$ cat config.mk
export PLATFORM = sky130hd
export DESIGN_NAME = sfw_top
export DESIGN_NICKNAME = d
export VERILOG_FILES = /design/src/hw/sfw_top.v
export VERILOG_INCLUDE_DIRS = /design/src /design/src/hw
export SDC_FILE = /design/constraint.sdc
export NUM_CORES = 1
export LEC_CHECK = 0
export ABC_AREA = 1
export ABC_CLOCK_PERIOD_IN_PS = 2050
export BUFFER_PORTS_ARGS = -buffer_cell sky130_fd_sc_hd__buf_4
export CORE_MARGIN = 2
export CORE_UTILIZATION = 51
export DETAILED_ROUTE_END_ITERATION = 12
export GPL_TIMING_DRIVEN = 0
export PLACE_DENSITY = 0.84
export SKIP_LAST_GASP = 1
export SYNTH_ARGS = -nofsm -noshare
export SYNTH_HDL_FRONTEND = slang
export SYNTH_SLANG_ARGS = --single-unit
$ cat constraint.sdc
create_clock -name sys_clk_in -period 2.05 [get_ports sys_clk_in]
set_input_delay 0.205 -clock sys_clk_in [delete_from_list [all_inputs] [get_ports sys_clk_in]]
set_output_delay 0.205 -clock sys_clk_in [all_outputs]
set_load 0.02 [all_outputs]
$ cat src/hw/sfw_defines.vh
/*
 * register offsets, field positions, reset values and buffer sizes for
 * the sector fifo write-commit block.
 * assumes: included by its bare name from the design file.
 */
`ifndef SFW_DEFINES_VH
`define SFW_DEFINES_VH

// printed register offsets (not multiples of four: kept as indexes)
`define SFW_IDX_WPTR_LO 16'hF0EB
`define SFW_IDX_WPTR_HI 16'hF0EC
`define SFW_IDX_CPTR_LO 16'hF0ED
`define SFW_IDX_CPTR_HI 16'hF0EE
`define SFW_IDX_XCNT 16'hF0F9
// own registers (indexes)
`define SFW_IDX_STATUS 16'hF0E0
`define SFW_IDX_CTRL 16'hF0E1
`define SFW_IDX_IMASK 16'hF0E2
`define SFW_IDX_ISTAT 16'hF0E3
// status register bit positions
`define SFW_BIT_OVF 4
`define SFW_BIT_SYNC 5
`define SFW_BIT_EXTRA 6
// control register bit positions
`define SFW_BIT_SOFT_RST 0
`define SFW_BIT_FIFO_CLR 1
`define SFW_BIT_START 2
// high byte empty flag position
`define SFW_BIT_EMPTY 7
// interrupt bit positions
`define SFW_INT_OVF 0
`define SFW_INT_SYNC 1
`define SFW_INT_EXTRA 2
// sizes and resets
`define SFW_PTR_W 14
`define SFW_PTR_RST 14'h0000
`define SFW_SIDE_BUF_BYTES 4'h6
`define SFW_XCNT_RST 4'h0
`define SFW_BYTE_RST 8'h00
// axi responses
`define SFW_RESP_OK 2'h0
`define SFW_RESP_SLVERR 2'h2

`endif

$ cat src/hw/sfw_top.v
/*
 * sector fifo write side with commit/rewind pointers, udma receive error
 * flags, extra-word counter, interrupt status/mask and axi4-lite slave.
 * assumes: all event inputs are synchronous one-cycle pulses from logic on
 * sys_clk_in; the read side keeps its own pointers and obeys rd_limit_out.
 */
`timescale 1ns/100ps
`include "sfw_defines.vh"

// register map, byte address is four times the index, data in bits 7:0
//   F0EB  working write pointer, bits 7:0, read only
//   F0EC  empty flag in bit 7, bit 6 zero, working pointer 13:8 in 5:0
//   F0ED  confirmed write pointer, bits 7:0, read only
//   F0EE  confirmed write pointer 13:8 in bits 5:0, bits 7:6 zero
//   F0F9  extra word count in bits 3:0, wraps at sixteen
//   F0E0  status: bit 4 overflow, bit 5 sync overrun, bit 6 extra
//   F0E1  control, write only pulses: bit 0 soft reset, bit 1 fifo clear,
//         bit 2 transfer start; reads back as zero
//   F0E2  interrupt mask, bits 2:0
//   F0E3  interrupt status, write one to clear
//         bit 0 overflow, bit 1 sync overrun, bit 2 extra receive
//
// any other address answers slverr, with zero read data
// writes with wstrb[0] low are accepted and ignored
//
// write channel timing
//   edge 0: address and data both taken (either order, the first held)
//   edge 1: bvalid high until bready is seen
//   control pulses stand for the cycle after the take
//   flag clears land on the edge after the pulse
//
// read channel timing
//   edge 0: address taken while no answer is pending
//   edge 1: rvalid high with the byte, until rready is seen
//   the read data is latched at the take, so later pointer moves
//   do not disturb an answer that is already waiting
//
// pointer behaviour
//   a push moves the working pointer one word, wrapping at the top
//   a commit copies the working pointer, including a push of the
//   same cycle, into the confirmed pointer
//   a usb crc error restores the working pointer from the confirmed
//   one and beats any push or commit of the same cycle
//   a fifo clear pulse zeroes both pointers and beats everything
//   the read side never passes the confirmed pointer, so data that
//   was written but not committed stays invisible to it
//
// surplus words
//   a surplus word is never written; it sets the extra flag and interrupt
//   status bit 2, and bumps the extra word count
//   the crc engine keeps running for as long as the udma read runs,
//   so surplus data still counts toward the crc
//
// error flags
//   every flag is sticky; an event of the same cycle as a clear wins,
//   so no error is ever lost to a clear that races it
//   soft reset and transfer start both clear the status flags, the
//   side buffer count and the extra word count
//   the side buffer holds six bytes; the seventh one since the last
//   clear is an overflow
//
// hazards
//   all event inputs must be single-cycle pulses on sys_clk_in; a
//   level would count once per cycle
//   the empty flag is taken from the read side as it stands; this
//   block keeps no copy of it
//   firmware must clear the fifo before a data command whenever the
//   empty flag reads back low
//

module sfw_top (
    input wire sys_clk_in,
    input wire rstn_in,
    // data path events from the usb manager and ata engine
    input wire wr_push_in,
    input wire wr_commit_in,
    input wire wr_crc_err_in,
    input wire surplus_word_in,
    input wire side_byte_in,
    input wire sync_overrun_in,
    input wire udma_active_in,
    input wire fifo_empty_in,
    output wire [13:0] working_write_pointer_out,
    output wire [13:0] rd_limit_out,
    output wire fifo_clear_out,
    output wire crc_accum_out,
    output wire surplus_drop_out,
    output wire irq_out,
    // axi4-lite slave
    input wire [17:0] s_axi_awaddr,
    input wire s_axi_awvalid,
    output wire s_axi_awready,
    input wire [31:0] s_axi_wdata,
    input wire [3:0] s_axi_wstrb,
    input wire s_axi_wvalid,
    output wire s_axi_wready,
    output wire [1:0] s_axi_bresp,
    output wire s_axi_bvalid,
    input wire s_axi_bready,
    input wire [17:0] s_axi_araddr,
    input wire s_axi_arvalid,
    output wire s_axi_arready,
    output wire [31:0] s_axi_rdata,
    output wire [1:0] s_axi_rresp,
    output wire s_axi_rvalid,
    input wire s_axi_rready
);

    // byte address from register index
    function [17:0] sfw_addr;
        input [15:0] idx;
        begin
            sfw_addr = {idx, 2'b00};
        end
    endfunction

    // true when address names a known register
    function sfw_mapped;
        input [17:0] a;
        begin
            sfw_mapped = (a == sfw_addr(`SFW_IDX_WPTR_LO)) ||
                (a == sfw_addr(`SFW_IDX_WPTR_HI)) ||
                (a == sfw_addr(`SFW_IDX_CPTR_LO)) ||
                (a == sfw_addr(`SFW_IDX_CPTR_HI)) ||
                (a == sfw_addr(`SFW_IDX_XCNT)) ||
                (a == sfw_addr(`SFW_IDX_STATUS)) ||
                (a == sfw_addr(`SFW_IDX_CTRL)) ||
                (a == sfw_addr(`SFW_IDX_IMASK)) ||
                (a == sfw_addr(`SFW_IDX_ISTAT));
        end
    endfunction

    reg [13:0] wptr_r;
    reg [13:0] cptr_r;
    reg [3:0] side_cnt_r;
    reg [3:0] xcnt_r;
    reg ovf_r;
    reg sync_r;
    reg extra_r;
    reg [2:0] istat_r;
    reg [2:0] imask_r;
    reg soft_rst_r;
    reg fifo_clr_r;
    reg start_r;
    reg aw_hold_r;
    reg w_hold_r;
    reg [17:0] awaddr_r;
    reg [31:0] wdata_r;
    reg wstrb0_r;
    reg bvalid_r;
    reg [1:0] bresp_r;
    reg rvalid_r;
    reg [31:0] rdata_r;
    reg [1:0] rresp_r;
    reg [7:0] rd_byte;

    wire wr_go;
    wire ctrl_wr;
    wire istat_wr;
    wire imask_wr;
    wire flag_clr;
    wire ovf_evt;
    wire [2:0] evt;
    wire [17:0] wa;
    wire [31:0] wd;
    wire ws0;

    // write channel capture in either order
    assign s_axi_awready = !aw_hold_r && !bvalid_r;
    assign s_axi_wready = !w_hold_r && !bvalid_r;
    assign wa = aw_hold_r ? awaddr_r : s_axi_awaddr;
    assign wd = w_hold_r ? wdata_r : s_axi_wdata;
    assign ws0 = w_hold_r ? wstrb0_r : s_axi_wstrb[0];
    assign wr_go = (aw_hold_r || (s_axi_awvalid && s_axi_awready)) &&
        (w_hold_r || (s_axi_wvalid && s_axi_wready));
    assign ctrl_wr = wr_go && ws0 && (wa == sfw_addr(`SFW_IDX_CTRL));
    assign istat_wr = wr_go && ws0 && (wa == sfw_addr(`SFW_IDX_ISTAT));
    assign imask_wr = wr_go && ws0 && (wa == sfw_addr(`SFW_IDX_IMASK));

    // self-clearing control pulses
    assign flag_clr = soft_rst_r || start_r;
    assign fifo_clear_out = fifo_clr_r;

    always @(posedge sys_clk_in) begin
        if (!rstn_in) begin
            aw_hold_r <= 1'b0;
            w_hold_r <= 1'b0;
            awaddr_r <= 18'h00000;
            wdata_r <= 32'h00000000;
            wstrb0_r <= 1'b0;
            bvalid_r <= 1'b0;
            bresp_r <= `SFW_RESP_OK;
        end else begin
            if (wr_go) begin
                aw_hold_r <= 1'b0;
                w_hold_r <= 1'b0;
                bvalid_r <= 1'b1;
                bresp_r <= sfw_mapped(wa) ? `SFW_RESP_OK : `SFW_RESP_SLVERR;
            end else begin
                if (s_axi_awvalid && s_axi_awready) begin
                    aw_hold_r <= 1'b1;
                    awaddr_r <= s_axi_awaddr;
                end
                if (s_axi_wvalid && s_axi_wready) begin
                    w_hold_r <= 1'b1;
                    wdata_r <= s_axi_wdata;
                    wstrb0_r <= s_axi_wstrb[0];
                end
            end
            if (bvalid_r && s_axi_bready) begin
                bvalid_r <= 1'b0;
            end
        end
    end

    // control pulses and interrupt mask
    always @(posedge sys_clk_in) begin
        if (!rstn_in) begin
            soft_rst_r <= 1'b0;
            fifo_clr_r <= 1'b0;
            start_r <= 1'b0;
            imask_r <= 3'h0;
        end else begin
            soft_rst_r <= ctrl_wr && wd[`SFW_BIT_SOFT_RST];
            fifo_clr_r <= ctrl_wr && wd[`SFW_BIT_FIFO_CLR];
            start_r <= ctrl_wr && wd[`SFW_BIT_START];
            if (imask_wr) begin
                imask_r <= wd[2:0];
            end
        end
    end

    // write pointer: clear, rewind, commit, advance with wrap
    always @(posedge sys_clk_in) begin
        if (!rstn_in) begin
            wptr_r <= `SFW_PTR_RST;
            cptr_r <= `SFW_PTR_RST;
        end else if (fifo_clr_r) begin
            wptr_r <= `SFW_PTR_RST;
            cptr_r <= `SFW_PTR_RST;
        end else if (wr_crc_err_in) begin
            wptr_r <= cptr_r;
        end else begin
            if (wr_push_in && !surplus_word_in) begin
                wptr_r <= wptr_r + 14'h0001;
            end
            if (wr_commit_in) begin
                cptr_r <= (wr_push_in && !surplus_word_in) ?
                    wptr_r + 14'h0001 : wptr_r;
            end
        end
    end

    // read side sees only confirmed data
    assign rd_limit_out = cptr_r;
    assign working_write_pointer_out = wptr_r;
    // surplus words are dropped, crc still runs during udma
    assign surplus_drop_out = surplus_word_in;
    assign crc_accum_out = udma_active_in;

    // error flags, set wins over clear
    assign ovf_evt = side_byte_in && (side_cnt_r >= `SFW_SIDE_BUF_BYTES);
    always @(posedge sys_clk_in) begin
        if (!rstn_in) begin
            side_cnt_r <= 4'h0;
            ovf_r <= 1'b0;
            sync_r <= 1'b0;
            extra_r <= 1'b0;
            xcnt_r <= `SFW_XCNT_RST;
        end else begin
            // a byte arriving with the clear is still counted
            if (flag_clr) begin
                side_cnt_r <= side_byte_in ? 4'h1 : 4'h0;
            end else if (side_byte_in && side_cnt_r != 4'hF) begin
                side_cnt_r <= side_cnt_r + 4'h1;
            end
            ovf_r <= ovf_evt || (ovf_r && !flag_clr);
            sync_r <= sync_overrun_in || (sync_r && !flag_clr);
            extra_r <= surplus_word_in || (extra_r && !flag_clr);
            if (surplus_word_in) begin
                xcnt_r <= (flag_clr ? 4'h0 : xcnt_r) + 4'h1;
            end else if (flag_clr) begin
                xcnt_r <= `SFW_XCNT_RST;
            end
        end
    end

    // sticky interrupt status, write one clears, set wins
    assign evt = {surplus_word_in, sync_overrun_in, ovf_evt};
    genvar gi;
    generate
        for (gi = 0; gi < 3; gi = gi + 1) begin : g_irq
            always @(posedge sys_clk_in) begin
                if (!rstn_in) begin
                    istat_r[gi] <= 1'b0;
                end else begin
                    istat_r[gi] <= evt[gi] ||
                        (istat_r[gi] && !(istat_wr && wd[gi]));
                end
            end
        end
    endgenerate
    assign irq_out = |(istat_r & imask_r);

    // read data mux
    always @* begin
        rd_byte = `SFW_BYTE_RST;
        case (s_axi_araddr)
            sfw_addr(`SFW_IDX_WPTR_LO): rd_byte = wptr_r[7:0];
            sfw_addr(`SFW_IDX_WPTR_HI): begin
                rd_byte = {fifo_empty_in, 1'b0, wptr_r[13:8]};
            end
            sfw_addr(`SFW_IDX_CPTR_LO): rd_byte = cptr_r[7:0];
            sfw_addr(`SFW_IDX_CPTR_HI): rd_byte = {2'b00, cptr_r[13:8]};
            sfw_addr(`SFW_IDX_XCNT): rd_byte = {4'h0, xcnt_r};
            sfw_addr(`SFW_IDX_STATUS): begin
                rd_byte = {1'b0, extra_r, sync_r, ovf_r, 4'h0};
            end
            sfw_addr(`SFW_IDX_IMASK): rd_byte = {5'h00, imask_r};
            sfw_addr(`SFW_IDX_ISTAT): rd_byte = {5'h00, istat_r};
            default: rd_byte = `SFW_BYTE_RST;
        endcase
    end

    // read channel, one cycle to answer
    assign s_axi_arready = !rvalid_r;
    always @(posedge sys_clk_in) begin
        if (!rstn_in) begin
            rvalid_r <= 1'b0;
            rdata_r <= 32'h00000000;
            rresp_r <= `SFW_RESP_OK;
        end else if (s_axi_arvalid && s_axi_arready) begin
            rvalid_r <= 1'b1;
            rdata_r <= {24'h000000, rd_byte};
            rresp_r <= sfw_mapped(s_axi_araddr) ?
                `SFW_RESP_OK : `SFW_RESP_SLVERR;
        end else if (rvalid_r && s_axi_rready) begin
            rvalid_r <= 1'b0;
        end
    end

    assign s_axi_bvalid = bvalid_r;
    assign s_axi_bresp = bresp_r;
    assign s_axi_rvalid = rvalid_r;
    assign s_axi_rdata = rdata_r;
    assign s_axi_rresp = rresp_r;

endmodule // sfw_top

==> metrics.md <==
| Metric | Value |
|---|---|
| Initial DRC Count | between 300 and 400 |
| Start point of the critical path | working_write_pointer_out[0] |
| Core box area | 0.00911 mm² |
| Xor/xnor share of the synthesized area | 2.23% |
| Crit path to | working_write_pointer_out[8] |
| First-pass DRT Iterations | 6 |
| Largest family of logic cells by synthesized area | simple AND/OR/NAND/NOR gates |
| Warning count from the yosys run | 0 |
| Simple-gate share of the synthesized area | 34.2% |
| CTS buffer count | 9 |
| Initial antenna violation count | 0 |
| Post-Route Setup TNS | 0 ns |
| Clock Tree Buf Depth | 2 |
| R2r worst-path depth | 9 |
| Worst-Margin Slew | 0.579 ns |
| Area of the die | 0.0100 mm² |
| Post-route clock skew | around 0.015 ns |
| Die H | 100 µm |
| Nets | 926 |
| Post-Synthesis Cells | 701 |
| Post-route setup slack | 0.132 ns |
| Sequential share of the synthesized area | 35.6% |
| CP cell instances | ha_1, nand2_1, nor2_1, nand3b_1, nor2_1, nand2_1, xnor2_1, o21ai_0, inv_1 |
| WP buf/inv | 1 |
| Crit path required time | 2.31 ns |
| Pre-CTS setup slack | 0.208 ns |
| Worst Path Max Fanout | 5 |
| Die X | 100 µm |
| Register bit total from synthesis | 84 |
| Clock Sinks | 84 |
| Post-synthesis compound-gate area fraction | roughly an eighth |
| Crit Path Class | reg -> reg |
| Critical path data arrival time | 2.18 ns |
| Wire length per cell | 13.5 µm |
| Slew Viols, Final | 0 |
| Setup Fix Bufs, Post-CTS | 0 |
| Final worst-path cycle share | roughly 94% |
| Power Total | 4.24 mW |
| FF-to-FF End | working_write_pointer_out[8] |
| Skew-Pair Late Insertion Delay | 0.37 ns |
| Rel. slew slack | 61.4% |
| CP delay by family, top | simple AND/OR/NAND/NOR gates |
| HP Class | in -> reg |
| CTS Root Cell | clkbuf_8 |
| IO buf count | 98 |
| Layout cells sized above 1 | 22.1% |
| Reg clk slew, reported paths | 0.09 ns |
| Num rows | 35 |
| I/O Pins | 160 |
| Worst path depth | 9 |
| Post-synth EDFFs | 0 |
| VDD IR-drop max | 0.384 mV |
| Post-Syn Area | 0.00472 mm² |
| Post-route cell area | around 0.0059 mm² |
| Netlist cell types | 41 |
| Asr flop ratio synth | 0% |
| Kind of start point of the critical path | register |
| Mux contribution to synthesized area | less than 1% |
| Number of global-route vias before repair | between 4000 and 5000 |
| CP max stage delay | 0.50 ns |
| Final min period | 1.92 ns |
| Layout area overhead | 25.1% |
| Status | finished, final reports clean |
| Fmax | around 520 MHz |
| Setup crit end kind | register |
| Routed WL | 12.8 mm |
| RSZ-0062 raised after global routing | false |
| Slowest cell on crit path | dfxtp_1 |
| Via-to-Cell Ratio | 5.35 |
| Final setup fails | 0 |
| Adder-cell share of the synthesized area | 1.06% |
| Post-Syn Area per Cell | 6.73 µm² |
| PD cells | a little over 700 mW/mm² |
| Cts hold-fix bufs | 0 |
| Global-route wire length before repair | 20.3 mm |
| Placed Area | about 0.0057 mm² |
| Reg2Reg Setup Slack | 0.13 ns |
| Residual DRC | 0 |
| FILL cells | 805 |
| Final hold violations | 0 |
| P_leak | 2.91 nW |
| ANT nets after route | 0 |
| DPL Wire Length | 9.72 mm |
| RR Startpoint | working_write_pointer_out[0] |
| H-tree levels | 3 |
| Max-cap violations | 0 |
| Overall Global Routing Usage | 25.1% |
| CTS resizes | 0 |
| GR Overflow Total | 0 |
| Largest net degree at the start of global routing | 15 |
| Starting density of the core | 51.8% |
| Via count | about 5000 |
| CTS tree | done |
| ANT cells | 0 |
| GP Congestion | 0.953 |
| Top FF cell, synth | dfxtp_1 |
[layout by cell type (no fill, tap or decap), types with 4 or more instances in the layout]
cell      synthesis  layout
a21oi_1          51      51
buf_2            10      10
buf_4            30     128
clkbuf_1         10      10
clkbuf_8          0       9
conb_1            1      26
dfxtp_1          84      84
ha_1              4       4
inv_1            66      66
inv_2             4       4
nand2_1         137     137
nand3_1          29      29
nand4_1          46      46
nor2_1          104     104
nor2_2           11      11
nor3_1            5       5
o21ai_0          57      57
o21ai_1           5       5
xnor2_1           5       5
xor2_1            7       7
[cells in the mapped netlist, types with 2 or more instances]
| cell | instances | area share, % |
|---|---|---|
| clkbuf_1 | 10 | 0.80 |
| xor2_1 | 7 | 1.3 |
| mux2i_1 | 2 | 0.42 |
| nor3b_1 | 2 | 0.32 |
| nor2_2 | 11 | 1.5 |
| nand3_1 | 29 | 3.1 |
| nand2_1 | 137 | 11 |
| dfxtp_1 | 84 | 36 |
| a21oi_1 | 51 | 5.4 |
| nand4_1 | 46 | 6.1 |
| o21ai_1 | 5 | 0.53 |
| nor3_1 | 5 | 0.53 |
| o21a_1 | 2 | 0.32 |
| o21ai_0 | 57 | 6.0 |
| buf_1 | 2 | 0.16 |
| nor2_1 | 104 | 8.3 |
| xnor2_1 | 5 | 0.93 |
| buf_2 | 10 | 1.1 |
| buf_4 | 30 | 4.8 |
| nand3_2 | 2 | 0.42 |
| nand2_4 | 2 | 0.48 |
| nor4_1 | 2 | 0.27 |
| ha_1 | 4 | 1.1 |
| buf_6 | 2 | 0.48 |
| nor2_4 | 3 | 0.72 |
| nand2_2 | 2 | 0.27 |
| nand3b_1 | 3 | 0.48 |
| inv_2 | 4 | 0.32 |
| inv_1 | 66 | 5.2 |
[per-layer routing]
layer	share of wire, %	up-vias	track usage (%)
met5	0	-	0
met4	2.5	0	9.80
met3	8.3	38	5.64
met2	47	253	41.1
met1	42	2285	32.1
li1	-	2510	-
[cell families (layout without fill, tap and decap cells)]
group | after synthesis | in the layout
mux | 2 | 2
flops | 84 | 84
xor+xnor | 12 | 12
fa+ha+maj | 4 | 4
compound gates | 119 | 119
buf+inv | 126 | 239
simple gates | 353 | 353
other cells | 1 | 26
[layout make-up]
type | instances | area [µm²] | area share (%)
Timing Repair Buffer | 98 | 736 | 12.5
Multi-Input combinational cell | 516 | 2510 | 42.6
Tap cell | 111 | 139 | 2.35
Sequential cell | 84 | 1680 | 28.5
Inverter | 72 | 277 | 4.69
Clock inverter | 6 | 90.1 | 1.53
Clock buffer | 9 | 124 | 2.10
Buffer | 54 | 343 | 5.81
[registers in the layout, summed over array words and instances, names as in the netlist, 4 cells and up]
| register | flops |
|---|---|
| side_cnt_r | 4 |
| working_write_pointer_out | 14 |
| awaddr_r | 18 |
| s_axi_rdata | 8 |
| rd_limit_out | 14 |
| xcnt_r | 4 |
[how the worst min path moves through the flow]
| stage | from | depth (start not counted) | slack (ns) | end |
|---|---|---|---|---|
| after floorplan | s_axi_bready | 1 | 0.30 | s_axi_bvalid |
| after global placement | s_axi_bready | 2 | 0.39 | s_axi_bvalid |
| after detailed placement | s_axi_bready | 2 | 0.40 | s_axi_bvalid |
| after CTS | s_axi_bready | 2 | 0.002 | s_axi_bvalid |
| after global routing | s_axi_bready | 2 | 0.001 | s_axi_bvalid |
| final | s_axi_bready | 2 | 0.008 | s_axi_bvalid |
[power by group]
part,switching [mW],leakage (nW),internal (mW)
combinational,0.628,2.12,0.388
sequential,0.125,0.690,1.79
clock,0.626,0.105,0.681
total,1.38,2.91,2.86
[through the flow]
| stage | hold WS (ns) | cells | util, % |
|---|---|---|---|
| floorplan | 0.299 | 726 | - |
| global placement | 0.386 | 935 | 62.4 |
| detailed placement | 0.395 | 935 | 62.4 |
| CTS | 0.00218 | 950 | 64.8 |
| global route | 0.00104 | 950 | 64.8 |
| finish | 0.00752 | 950 | 64.8 |
Power figures use the tool's default switching activity.
